==> config.mk <==
export PLATFORM = sky130hd
export DESIGN_NAME = hsst_top
export DESIGN_NICKNAME = d
export VERILOG_FILES = /design/src/hsst_pkg.sv /design/src/hsst_cyc_timer.sv /design/src/hsst_top.sv
export VERILOG_INCLUDE_DIRS = /design/src
export SDC_FILE = /design/constraint.sdc
export NUM_CORES = 1
export LEC_CHECK = 0
export BUFFER_PORTS_ARGS = -buffer_cell sky130_fd_sc_hd__buf_2
export CORE_ASPECT_RATIO = 0.5
export CORE_MARGIN = 2
export CORE_UTILIZATION = 40
export DETAILED_ROUTE_END_ITERATION = 6
export PLACE_DENSITY = 0.55
export SYNTH_ARGS = -nofsm -noshare
export SYNTH_HDL_FRONTEND = slang
export SYNTH_SLANG_ARGS = --single-unit
==> constraint.sdc <==
create_clock -name clk_sys -period 3.6 [get_ports clk_sys]
set_input_delay 0.36 -clock clk_sys [delete_from_list [all_inputs] [get_ports clk_sys]]
set_output_delay 0.36 -clock clk_sys [all_outputs]
set_load 0.02 [all_outputs]
==> src/hsst_consts.svh <==
/*
 * Named constants for the high-side switch timer control block.
 * Assumes a 50 MHz system clock and a 32-bit classic Wishbone bus.
 */
`ifndef HSST_CONSTS_SVH
`define HSST_CONSTS_SVH

`define HSST_IDX_TMR     8'h0d
`define HSST_IDX_SUP     8'h10
`define HSST_IDX_SWLO    8'h14
`define HSST_IDX_SWHI    8'h15

`define HSST_RST_VAL     8'h00
`define HSST_TMR_MASK    8'h77
`define HSST_SUP_MASK    8'h70
`define HSST_SW_MASK     8'h77

`define HSST_BIT_OV_DIS  6
`define HSST_BIT_UV_DIS  5
`define HSST_BIT_REC     4
`define HSST_HI_LSB      4
`define HSST_LO_LSB      0

`define HSST_ON_OFF      3'h0
`define HSST_ON_HIGH     3'h6
`define HSST_CODE_RSV    3'h7

`define HSST_SEL_OFF     3'h0
`define HSST_SEL_ON      3'h1
`define HSST_SEL_TA      3'h2
`define HSST_SEL_TB      3'h3
`define HSST_SEL_DA      3'h4
`define HSST_SEL_DB      3'h5

`define HSST_FLT_OV      9
`define HSST_FLT_UV      8
`define HSST_FLT_OT_LSB  4
`define HSST_FLT_OC_LSB  0

`define HSST_CLK_NS      20
`define HSST_TICK_NS     10000
`define HSST_TICK_CYC    (`HSST_TICK_NS / `HSST_CLK_NS)
`define HSST_NS_PER_US   1000
`define HSST_NS_PER_MS   1000000

`define HSST_ON_US_1     100
`define HSST_ON_US_2     300
`define HSST_ON_US_3     1000
`define HSST_ON_US_4     10000
`define HSST_ON_US_5     20000

`define HSST_PER_MS_0    10
`define HSST_PER_MS_1    20
`define HSST_PER_MS_2    50
`define HSST_PER_MS_3    100
`define HSST_PER_MS_4    200
`define HSST_PER_MS_5    1000
`define HSST_PER_MS_6    2000

`endif

==> src/hsst_pkg.sv <==
/*
 * Types shared by the switch timer control files.
 * Assumes hsst_consts.svh supplies all numeric constants.
 */
package hsst_pkg;

    typedef struct packed {
        logic [9:0] s1;
        logic [9:0] s2;
        logic [9:0] s3;
        logic [9:0] flt;
        logic [7:0] tmr;
        logic [7:0] sup;
        logic [7:0] sw_lo;
        logic [7:0] sw_hi;
        logic [3:0] out;
        logic [7:0] rdat;
        logic       ack;
    } hsst_state_type;

    typedef struct packed {
        logic [8:0]  div;
        logic        tick;
        logic [17:0] cnt;
        logic [2:0]  on_l;
        logic [2:0]  per_l;
        logic        out;
    } hsst_tmr_state_type;

endpackage

==> src/hsst_cyc_timer.sv <==
/*
 * Cyclic pulse timer: high for the on-time at the start of every period.
 * Assumes codes come from registers on the same clock; reset is synchronised.
 */
`timescale 1ns/100ps
`default_nettype none
`include "hsst_consts.svh"

module hsst_cyc_timer
(
    input  wire logic       clk_sys,
    input  wire logic       rst_n,
    input  wire logic [2:0] on_code,
    input  wire logic [2:0] per_code,
    output logic            pulse_out
);

    hsst_pkg::hsst_tmr_state_type st_r;
    hsst_pkg::hsst_tmr_state_type st_nxt;

    logic        running;
    logic [17:0] on_ticks;
    logic [17:0] per_ticks;

    function automatic logic [17:0] on_len(input logic [2:0] c);
        int us;
        case (c)
            3'h1:    us = `HSST_ON_US_1;
            3'h2:    us = `HSST_ON_US_2;
            3'h3:    us = `HSST_ON_US_3;
            3'h4:    us = `HSST_ON_US_4;
            3'h5:    us = `HSST_ON_US_5;
            default: us = 0;
        endcase
        on_len = 18'(us * `HSST_NS_PER_US / `HSST_TICK_NS);
    endfunction

    function automatic logic [17:0] per_len(input logic [2:0] c);
        int ms;
        case (c)
            3'h0:    ms = `HSST_PER_MS_0;
            3'h1:    ms = `HSST_PER_MS_1;
            3'h2:    ms = `HSST_PER_MS_2;
            3'h3:    ms = `HSST_PER_MS_3;
            3'h4:    ms = `HSST_PER_MS_4;
            3'h5:    ms = `HSST_PER_MS_5;
            3'h6:    ms = `HSST_PER_MS_6;
            default: ms = 0;
        endcase
        per_len = 18'(ms * (`HSST_NS_PER_MS / `HSST_TICK_NS));
    endfunction

    ////////////////////////////////////////////////////////////////////////////

    always_comb
    begin
        st_nxt = st_r;
        on_ticks = on_len(on_code);
        per_ticks = per_len(per_code);
        running = (on_code != `HSST_ON_OFF) && (on_code != `HSST_ON_HIGH)
                  && (on_code != `HSST_CODE_RSV) && (per_code != `HSST_CODE_RSV);
        st_nxt.tick = 1'b0;
        if (st_r.div == 9'(`HSST_TICK_CYC - 1))
        begin
            st_nxt.div = 9'h000;
            st_nxt.tick = 1'b1;
        end
        else
        begin
            st_nxt.div = st_r.div + 9'h001;
        end
        // A new setting restarts the period, so a fresh pulse starts at once.
        if ((on_code != st_r.on_l) || (per_code != st_r.per_l))
        begin
            st_nxt.on_l = on_code;
            st_nxt.per_l = per_code;
            st_nxt.cnt = 18'h00000;
        end
        else if (running && st_r.tick)
        begin
            if (st_r.cnt + 18'h00001 >= per_ticks)
                st_nxt.cnt = 18'h00000;
            else
                st_nxt.cnt = st_r.cnt + 18'h00001;
        end
        if (on_code == `HSST_ON_HIGH)
            st_nxt.out = 1'b1;
        else if (running)
            st_nxt.out = (st_r.cnt < on_ticks);
        else
            st_nxt.out = 1'b0;
    end

    always_ff @(posedge clk_sys or negedge rst_n)
    begin
        if (!rst_n)
            st_r <= '0;
        else
            st_r <= st_nxt;
    end

    assign pulse_out = st_r.out;

endmodule
`default_nettype wire

==> src/hsst_top.sv <==
/*
 * High-side switch source selection, second cyclic timer registers and
 * supply fault shutdown policy, reached over a classic Wishbone slave.
 * Assumes the first timer and both duty generators are on clk_sys, and
 * that fault inputs are asynchronous pins.
 */
// Added by the designer: the Wishbone slave port.
`timescale 1ns/100ps
`default_nettype none
`include "hsst_consts.svh"

// Summary of operation
// - Pulse-length code zero stops the second timer and holds its switches low.
// - Pulse-length codes one to five give 0.1, 0.3, 1, 10, 20 ms.
// - Pulse-length code six stops the timer with switches high; seven reserved.
// - Repeat-interval codes zero to six give 10 ms up to 2 s.
// - Timer starts by itself once a running pulse length is written, assigned or not.
// - Restart with cyclic sensing and cleared selectors also clears the timer.
// - Reserved bits ignore writes and read zero.
// - Bit six low lets supply overvoltage shut all four switches down.
// - Bit five low lets supply undervoltage shut all four switches down.
// - Bit four high restores prior switch states after the supply fault clears.
// - Selector codes pick off, on, either timer or either duty generator.
// - Low pair register holds switches one and two, high pair three and four.
// - Overcurrent or overtemperature clears that switch's selector.
// - Soft reset zeroes all; restart keeps fault bits 6:4 only.
module hsst_top
#(
    parameter int ADR_W = 10
)
(
    input  wire logic             clk_sys,
    input  wire logic             nrst,
    input  wire logic             wb_cyc_i,
    input  wire logic             wb_stb_i,
    input  wire logic             wb_we_i,
    input  wire logic [ADR_W-1:0] wb_adr_i,
    input  wire logic [3:0]       wb_sel_i,
    input  wire logic [31:0]      wb_dat_i,
    output logic      [31:0]      wb_dat_o,
    output logic                  wb_ack_o,
    input  wire logic             first_cyclic_timer,
    input  wire logic             first_duty_generator,
    input  wire logic             second_duty_generator,
    input  wire logic             cyclic_sense_on,
    input  wire logic             restart_state,
    input  wire logic             soft_reset_req,
    input  wire logic             restart_req,
    input  wire logic             supply_ov_in,
    input  wire logic             supply_uv_in,
    input  wire logic [3:0]       overcurrent_in,
    input  wire logic [3:0]       overtemp_in,
    output logic      [3:0]       assigned_switch_output
);

    ////////////////////////////////////////////////////////////////////////////

    logic rst_meta_r;
    logic rst_n;

    always_ff @(posedge clk_sys or negedge nrst)
    begin
        if (!nrst)
        begin
            rst_meta_r <= 1'b0;
            rst_n <= 1'b0;
        end
        else
        begin
            rst_meta_r <= 1'b1;
            rst_n <= rst_meta_r;
        end
    end

    ////////////////////////////////////////////////////////////////////////////

    hsst_pkg::hsst_state_type st_r;
    hsst_pkg::hsst_state_type st_nxt;

    logic       second_cyclic_timer;
    logic       wb_req;
    logic [7:0] wb_idx;
    logic       supply_shut;
    logic [3:0] sw_fault;

    function automatic logic [2:0] sel_of(input logic [7:0] lo,
                                          input logic [7:0] hi,
                                          input int         i);
        logic [7:0] r;
        r = (i < 2) ? lo : hi;
        if ((i % 2) == 0)
            sel_of = r[`HSST_LO_LSB +: 3];
        else
            sel_of = r[`HSST_HI_LSB +: 3];
    endfunction

    function automatic logic drive_of(input logic [2:0] code,
                                      input logic       ta,
                                      input logic       tb,
                                      input logic       da,
                                      input logic       db);
        case (code)
            `HSST_SEL_ON: drive_of = 1'b1;
            `HSST_SEL_TA: drive_of = ta;
            `HSST_SEL_TB: drive_of = tb;
            `HSST_SEL_DA: drive_of = da;
            `HSST_SEL_DB: drive_of = db;
            default:      drive_of = 1'b0;
        endcase
    endfunction

    hsst_cyc_timer u_timer_b
    (
        .clk_sys   (clk_sys),
        .rst_n     (rst_n),
        .on_code   (st_r.tmr[`HSST_HI_LSB +: 3]),
        .per_code  (st_r.tmr[`HSST_LO_LSB +: 3]),
        .pulse_out (second_cyclic_timer)
    );

    ////////////////////////////////////////////////////////////////////////////

    assign wb_req = wb_cyc_i && wb_stb_i;
    assign wb_idx = wb_adr_i[9:2];
    assign supply_shut = (st_r.flt[`HSST_FLT_OV] && !st_r.sup[`HSST_BIT_OV_DIS])
                      || (st_r.flt[`HSST_FLT_UV] && !st_r.sup[`HSST_BIT_UV_DIS]);
    assign sw_fault = st_r.flt[`HSST_FLT_OC_LSB +: 4] | st_r.flt[`HSST_FLT_OT_LSB +: 4];

    always_comb
    begin
        logic [7:0] wdat;
        logic       clr_all;
        wdat = wb_dat_i[7:0];
        clr_all = 1'b0;
        st_nxt = st_r;

        // Pin faults: the first stage feeds only the second.
        st_nxt.s1 = {supply_ov_in, supply_uv_in, overtemp_in, overcurrent_in};
        st_nxt.s2 = st_r.s1;
        st_nxt.s3 = st_r.s2;
        if (st_r.s2 == st_r.s3)
            st_nxt.flt = st_r.s3;

        // Answer one cycle after the request; ack lasts one cycle.
        st_nxt.ack = wb_req && !st_r.ack;
        st_nxt.rdat = `HSST_RST_VAL;
        if (wb_req && !st_r.ack && !wb_we_i)
        begin
            case (wb_idx)
                `HSST_IDX_TMR:  st_nxt.rdat = st_r.tmr;
                `HSST_IDX_SUP:  st_nxt.rdat = st_r.sup;
                `HSST_IDX_SWLO: st_nxt.rdat = st_r.sw_lo;
                `HSST_IDX_SWHI: st_nxt.rdat = st_r.sw_hi;
                default:        st_nxt.rdat = `HSST_RST_VAL;
            endcase
        end

        // A write lands on the edge where the master samples ack.
        if (wb_req && st_r.ack && wb_we_i && wb_sel_i[0])
        begin
            case (wb_idx)
                `HSST_IDX_TMR:  st_nxt.tmr = wdat & `HSST_TMR_MASK;
                `HSST_IDX_SUP:  st_nxt.sup = wdat & `HSST_SUP_MASK;
                `HSST_IDX_SWLO: st_nxt.sw_lo = wdat & `HSST_SW_MASK;
                `HSST_IDX_SWHI: st_nxt.sw_hi = wdat & `HSST_SW_MASK;
                default:        st_nxt.tmr = st_nxt.tmr;
            endcase
        end

        // Hardware clears override a software write in the same cycle, since
        // a faulted switch must never be re-armed by a racing write.
        if (sw_fault[0])
            st_nxt.sw_lo[`HSST_LO_LSB +: 3] = `HSST_SEL_OFF;
        if (sw_fault[1])
            st_nxt.sw_lo[`HSST_HI_LSB +: 3] = `HSST_SEL_OFF;
        if (sw_fault[2])
            st_nxt.sw_hi[`HSST_LO_LSB +: 3] = `HSST_SEL_OFF;
        if (sw_fault[3])
            st_nxt.sw_hi[`HSST_HI_LSB +: 3] = `HSST_SEL_OFF;

        // Without recovery the selectors are dropped, so the switches stay off.
        if (supply_shut && !st_r.sup[`HSST_BIT_REC])
            clr_all = 1'b1;
        if (clr_all)
        begin
            st_nxt.sw_lo = `HSST_RST_VAL;
            st_nxt.sw_hi = `HSST_RST_VAL;
        end

        if (restart_state && cyclic_sense_on
            && (st_r.sw_lo == `HSST_RST_VAL) && (st_r.sw_hi == `HSST_RST_VAL))
            st_nxt.tmr = `HSST_RST_VAL;

        if (soft_reset_req)
        begin
            st_nxt.tmr = `HSST_RST_VAL;
            st_nxt.sup = `HSST_RST_VAL;
            st_nxt.sw_lo = `HSST_RST_VAL;
            st_nxt.sw_hi = `HSST_RST_VAL;
        end
        else if (restart_req)
        begin
            st_nxt.tmr = `HSST_RST_VAL;
            st_nxt.sup = st_r.sup & `HSST_SUP_MASK;
            st_nxt.sw_lo = `HSST_RST_VAL;
            st_nxt.sw_hi = `HSST_RST_VAL;
        end

        // Outputs follow the current selectors; a supply shutdown masks them
        // all, and the selectors are kept for recovery only while bit four is high.
        for (int i = 0; i < 4; i++)
        begin
            st_nxt.out[i] = !supply_shut && !sw_fault[i]
                && drive_of(sel_of(st_r.sw_lo, st_r.sw_hi, i), first_cyclic_timer,
                            second_cyclic_timer, first_duty_generator,
                            second_duty_generator);
        end
    end

    always_ff @(posedge clk_sys or negedge rst_n)
    begin
        if (!rst_n)
            st_r <= '0;
        else
            st_r <= st_nxt;
    end

    assign wb_dat_o = {24'h000000, st_r.rdat};
    assign wb_ack_o = st_r.ack;
    assign assigned_switch_output = st_r.out;
endmodule
`default_nettype wire

==> results by group <==
Status
  • Run status: complete, but fails checks
  • Failing checks: setup timing

Logic synthesis
  • Total of warnings raised by yosys: 0
  • Library cell with the largest summed area after synthesis: sky130_fd_sc_hd__dfrtp_1
  • Number of synthesized flops with an enable pin: 0
  • Syn avg cell area: 8.31 um^2
  • Post-synthesis cell count: 1657
  • Commonest cells in the synthesized netlist: sky130_fd_sc_hd__nor2_1, sky130_fd_sc_hd__nand2_1, sky130_fd_sc_hd__dfrtp_1
  • Most used DFF post-synth: sky130_fd_sc_hd__dfrtp_1
  • Sequential element share of the synthesized area: 0.198
  • Async set-reset flop share out of synthesis: 1.00
  • Synth Register Bits: 109
  • Post-synth design cell area: 0.0138 mm^2
  • Leading cell types by total area after synthesis: sky130_fd_sc_hd__dfrtp_1, sky130_fd_sc_hd__ha_1, sky130_fd_sc_hd__xnor2_1, sky130_fd_sc_hd__nor2_1, sky130_fd_sc_hd__fa_1
  • Distinct cell type count after synthesis: 123
  • Proportion of netlist area held by the largest area contributor: 0.198
  • Dominant cell by count in the synthesized netlist: sky130_fd_sc_hd__nor2_1

Setup path
  • Largest fanout of any net on the critical path: 21
  • Signal arrival time at the worst endpoint: 13030 ps
  • Startpoint type of the worst setup path: flop
  • Crit end category: flop
  • Largest incremental delay on the critical path: 500 ps
  • Master of the slowest instance on the critical path: sky130_fd_sc_hd__fa_1
  • Setup Crit Path Kind: flop to flop
  • Crit path top cell by count: sky130_fd_sc_hd__buf_4
  • Required time of the worst setup path: 3830 ps

Floorplan
  • Site row count: 47
  • IO Count: 105
  • DIE AREA: 0.0360 mm^2
  • Width of the die: 266 um
  • Chip height: 135 um
  • Area of the placeable core: 0.0335 mm^2
  • Initial Util: 0.412

Timing
  • Final count of negative-setup-slack endpoints: 19
  • Total count of hold-check failures in the final report: 0
  • Setup repair after global routing missed its margin: yes
  • Min Tclk post-route: 12810 ps
  • Final critical-path share of the clock period: 3.56
  • PnR worst setup slack: -9210 ps
  • Upper clock frequency limit: 78.1 MHz
  • Worst Tran Pin Value: 1010 ps
  • Relative slew slack: 0.327
  • Pins Over Slew Limit: 0
  • Setup clock skew after layout: 12.9 ps

Power and ir drop
  • Power density over the cells: 125 mW/mm^2
  • Gate power share: 0.051
  • Portion of total power attributed to sequential cells: 0.516
  • Leakage Power: 9.46 nW
  • Internal power of the cells: 0.00186 W
  • Clock Power Share: 0.433
  • Peak VDD IR: 0.000314 V
  • Net switching component of the power: 0.000620 W
  • Switching share of total power: 0.250

Global route
  • Maximum number of pins on one net before global-route repair: 80
  • Vias in the first global route: 14700
  • Total routing resource utilization after global routing: 0.273
  • First-pass GRT wire length: 78.5 mm
  • Total global routing overflow: 0
  • Antenna violations before repair: 1

Route
  • Initial DRC Count: 1176
  • Routed length on met1: 24.2 mm
  • Met2 wire length: 22.0 mm
  • Wire length reported by the detailed router: 50.2 mm
  • Total iterations of the first detailed-routing run: 7
  • WL/cell: 18.9 um
  • Wire length on met3: 3.09 mm
  • Via Count: 15100
  • DRC: 0
  • Via density: 5.66
  • Final antenna-violating net count: 0
  • Top metal layer carrying routed signals: met4

Clock network
  • Clock tree from TritonCTS: yes
  • Level count of the clock H-tree: 3
  • Number of clock sinks: 109
  • Master cell of the clock root buffer: sky130_fd_sc_hd__clkbuf_16
  • Longest Clk Path Bufs: 2
  • Source-to-sink clock delay at the later pin of the worst-skew pair: 360 ps
  • Number of buffers added by the clock tree synthesis step: 9
  • Clk slew on worst S/H paths: 80 ps

Layout
  • Layout fillers: 2942
  • Final instance area: 0.0199 mm^2
  • Final std cells w/o fill: 2661
  • Area taken by multi-input logic gates: 0.0113 mm^2
  • Nets: 2390
  • Post-synthesis to final-layout area growth: 44.5%
  • Sequential standard cell area: 0.00273 mm^2
  • Count of inserted antenna diode cells: 0
  • Ratio of cells with drive above 1 in the final layout: 0.408

Placed design
  • DP Cell Count: 2603
  • Last weighted congestion value of the routability-driven placer: 0.953
  • Post-detail-place hpwl: 40.3 mm
  • Port bufs: 47
  • Placed instance area: 0.0183 mm^2

Worst hold path
  • Path class of the lowest-slack min-delay path: input port to flop

Job
  • Max-cap check violation count: 0
==> layout make-up <==
class	instances	share of cell area
flip-flops and latches	109	0.137
multi-input cells	1391	0.569
clock buffers	9	0.0113
inverters	77	0.0146
clock inverters	7	0.00516
well taps	441	0.0277
repair buffers	627	0.235
==> state kept, by name, indices dropped and copies added, names as in the netlist <==
register	cells
assigned_switch_output	4
rst_meta_r	1
rst_n	1
st_nxt	20
st_r	41
u_timer_b.pulse_out	1
u_timer_b.st_r	34
wb_ack_o	1
wb_dat_o	6
==> critical path: cells and delay by family (launching register included) <==
| family | cells | cell delay, ps |
|---|---|---|
| AO/OA/AOI/OAI | 19 | 4000 |
| AND/OR/NAND/NOR | 14 | 3640 |
| adder cells (fa/ha/maj) | 6 | 2000 |
| buffers and inverters | 9 | 1360 |
| XOR/XNOR | 6 | 1210 |
| flip-flops | 1 | 430 |
==> final timing paths <==
| check | cells past startpoint | endpoint | slack (ps) | from |
|---|---|---|---|---|
| max in group asynchronous | 1 | st_r[39] | 2290 | rst_n |
| worst min register to register | 0 | st_nxt[58] | 350 | st_nxt[68] |
| worst max-delay path | 54 | u_timer_b.pulse_out | -9210 | st_r[41] |
| worst min-delay path | 1 | st_nxt[72] | 100 | overtemp_in[3] |
| worst max register to register | 54 | u_timer_b.pulse_out | -9210 | st_r[41] |
| min in group asynchronous | 2 | rst_n | 320 | nrst |
==> kinds of logic (layout without fill, tap and decap cells) <==
| logic type | after synthesis | after routing | share of synthesized area |
|---|---|---|---|
| buffers and inverters | 182 | 720 | 0.0637 |
| other | 2 | 27 | 0.000545 |
| DFF | 109 | 109 | 0.198 |
| xor gates and xnor gates | 136 | 136 | 0.0931 |
| and+or+nand+nor | 592 | 592 | 0.229 |
| AOI/OAI and AO/OA | 468 | 468 | 0.259 |
| muxes | 58 | 58 | 0.0439 |
| adders and majority gates | 110 | 110 | 0.113 |
==> per-layer routing <==
| layer | vias to the layer above | GRT usage |
|---|---|---|
| met5 | - | 0 |
| met3 | 71 | 0.0354 |
| li1 | 7245 | - |
| met4 | 0 | 0.0512 |
| met2 | 479 | 0.434 |
| met1 | 7261 | 0.398 |
==> power groups by stage <==
stage,Sequential (W),Clock [W],Combinational (W)
after detailed placement,0.00131,0,0.000122
after floorplan,0.00130,0,0.0000884
after CTS,0.00128,0.00109,0.000123
after global routing,0.00129,0.00114,0.000137
final,0.00128,0.00107,0.000127
after global placement,0.00130,0,0.000120
==> stage by stage <==
step | util | hold slack [ps] | setup WS [ps] | power (W) | setup TNS, ps
floorplan | - | 64.4 | -9630 | 0.00139 | -23350
global placement | 0.547 | 152 | -9010 | 0.00143 | -25150
detailed placement | 0.547 | 154 | -9340 | 0.00143 | -26770
CTS | 0.570 | 96.5 | -9150 | 0.00249 | -26750
global route | 0.595 | 94.2 | -9740 | 0.00257 | -31780
finish | 0.595 | 104 | -9210 | 0.00248 | -26410
==> cell usage in the layout (no fill, tap or decap), types with 39 or more instances in the layout <==
cell type	Yosys	layout
sky130_fd_sc_hd__o21ai_0	85	62
sky130_fd_sc_hd__nor2_1	139	127
sky130_fd_sc_hd__nand3_1	54	53
sky130_fd_sc_hd__inv_1	69	61
sky130_fd_sc_hd__nor3_1	42	39
sky130_fd_sc_hd__xnor2_1	89	78
sky130_fd_sc_hd__dfrtp_1	109	106
sky130_fd_sc_hd__nand2_1	127	115
sky130_fd_sc_hd__a21oi_1	74	66
sky130_fd_sc_hd__buf_4	40	564
sky130_fd_sc_hd__ha_1	83	72
sky130_fd_sc_hd__buf_2	15	47
==> repair_timing <==
action	4_1_cts	5_1_grt
buffers inserted	9	35
gates resized for setup	56	132
endpoints found under the setup margin	19	19
hold endpoints to repair	2	0
cloned	3	0
hold buffers	1	0
pin swaps	14	76
No activity file was read; power rests on OpenSTA's default activity.
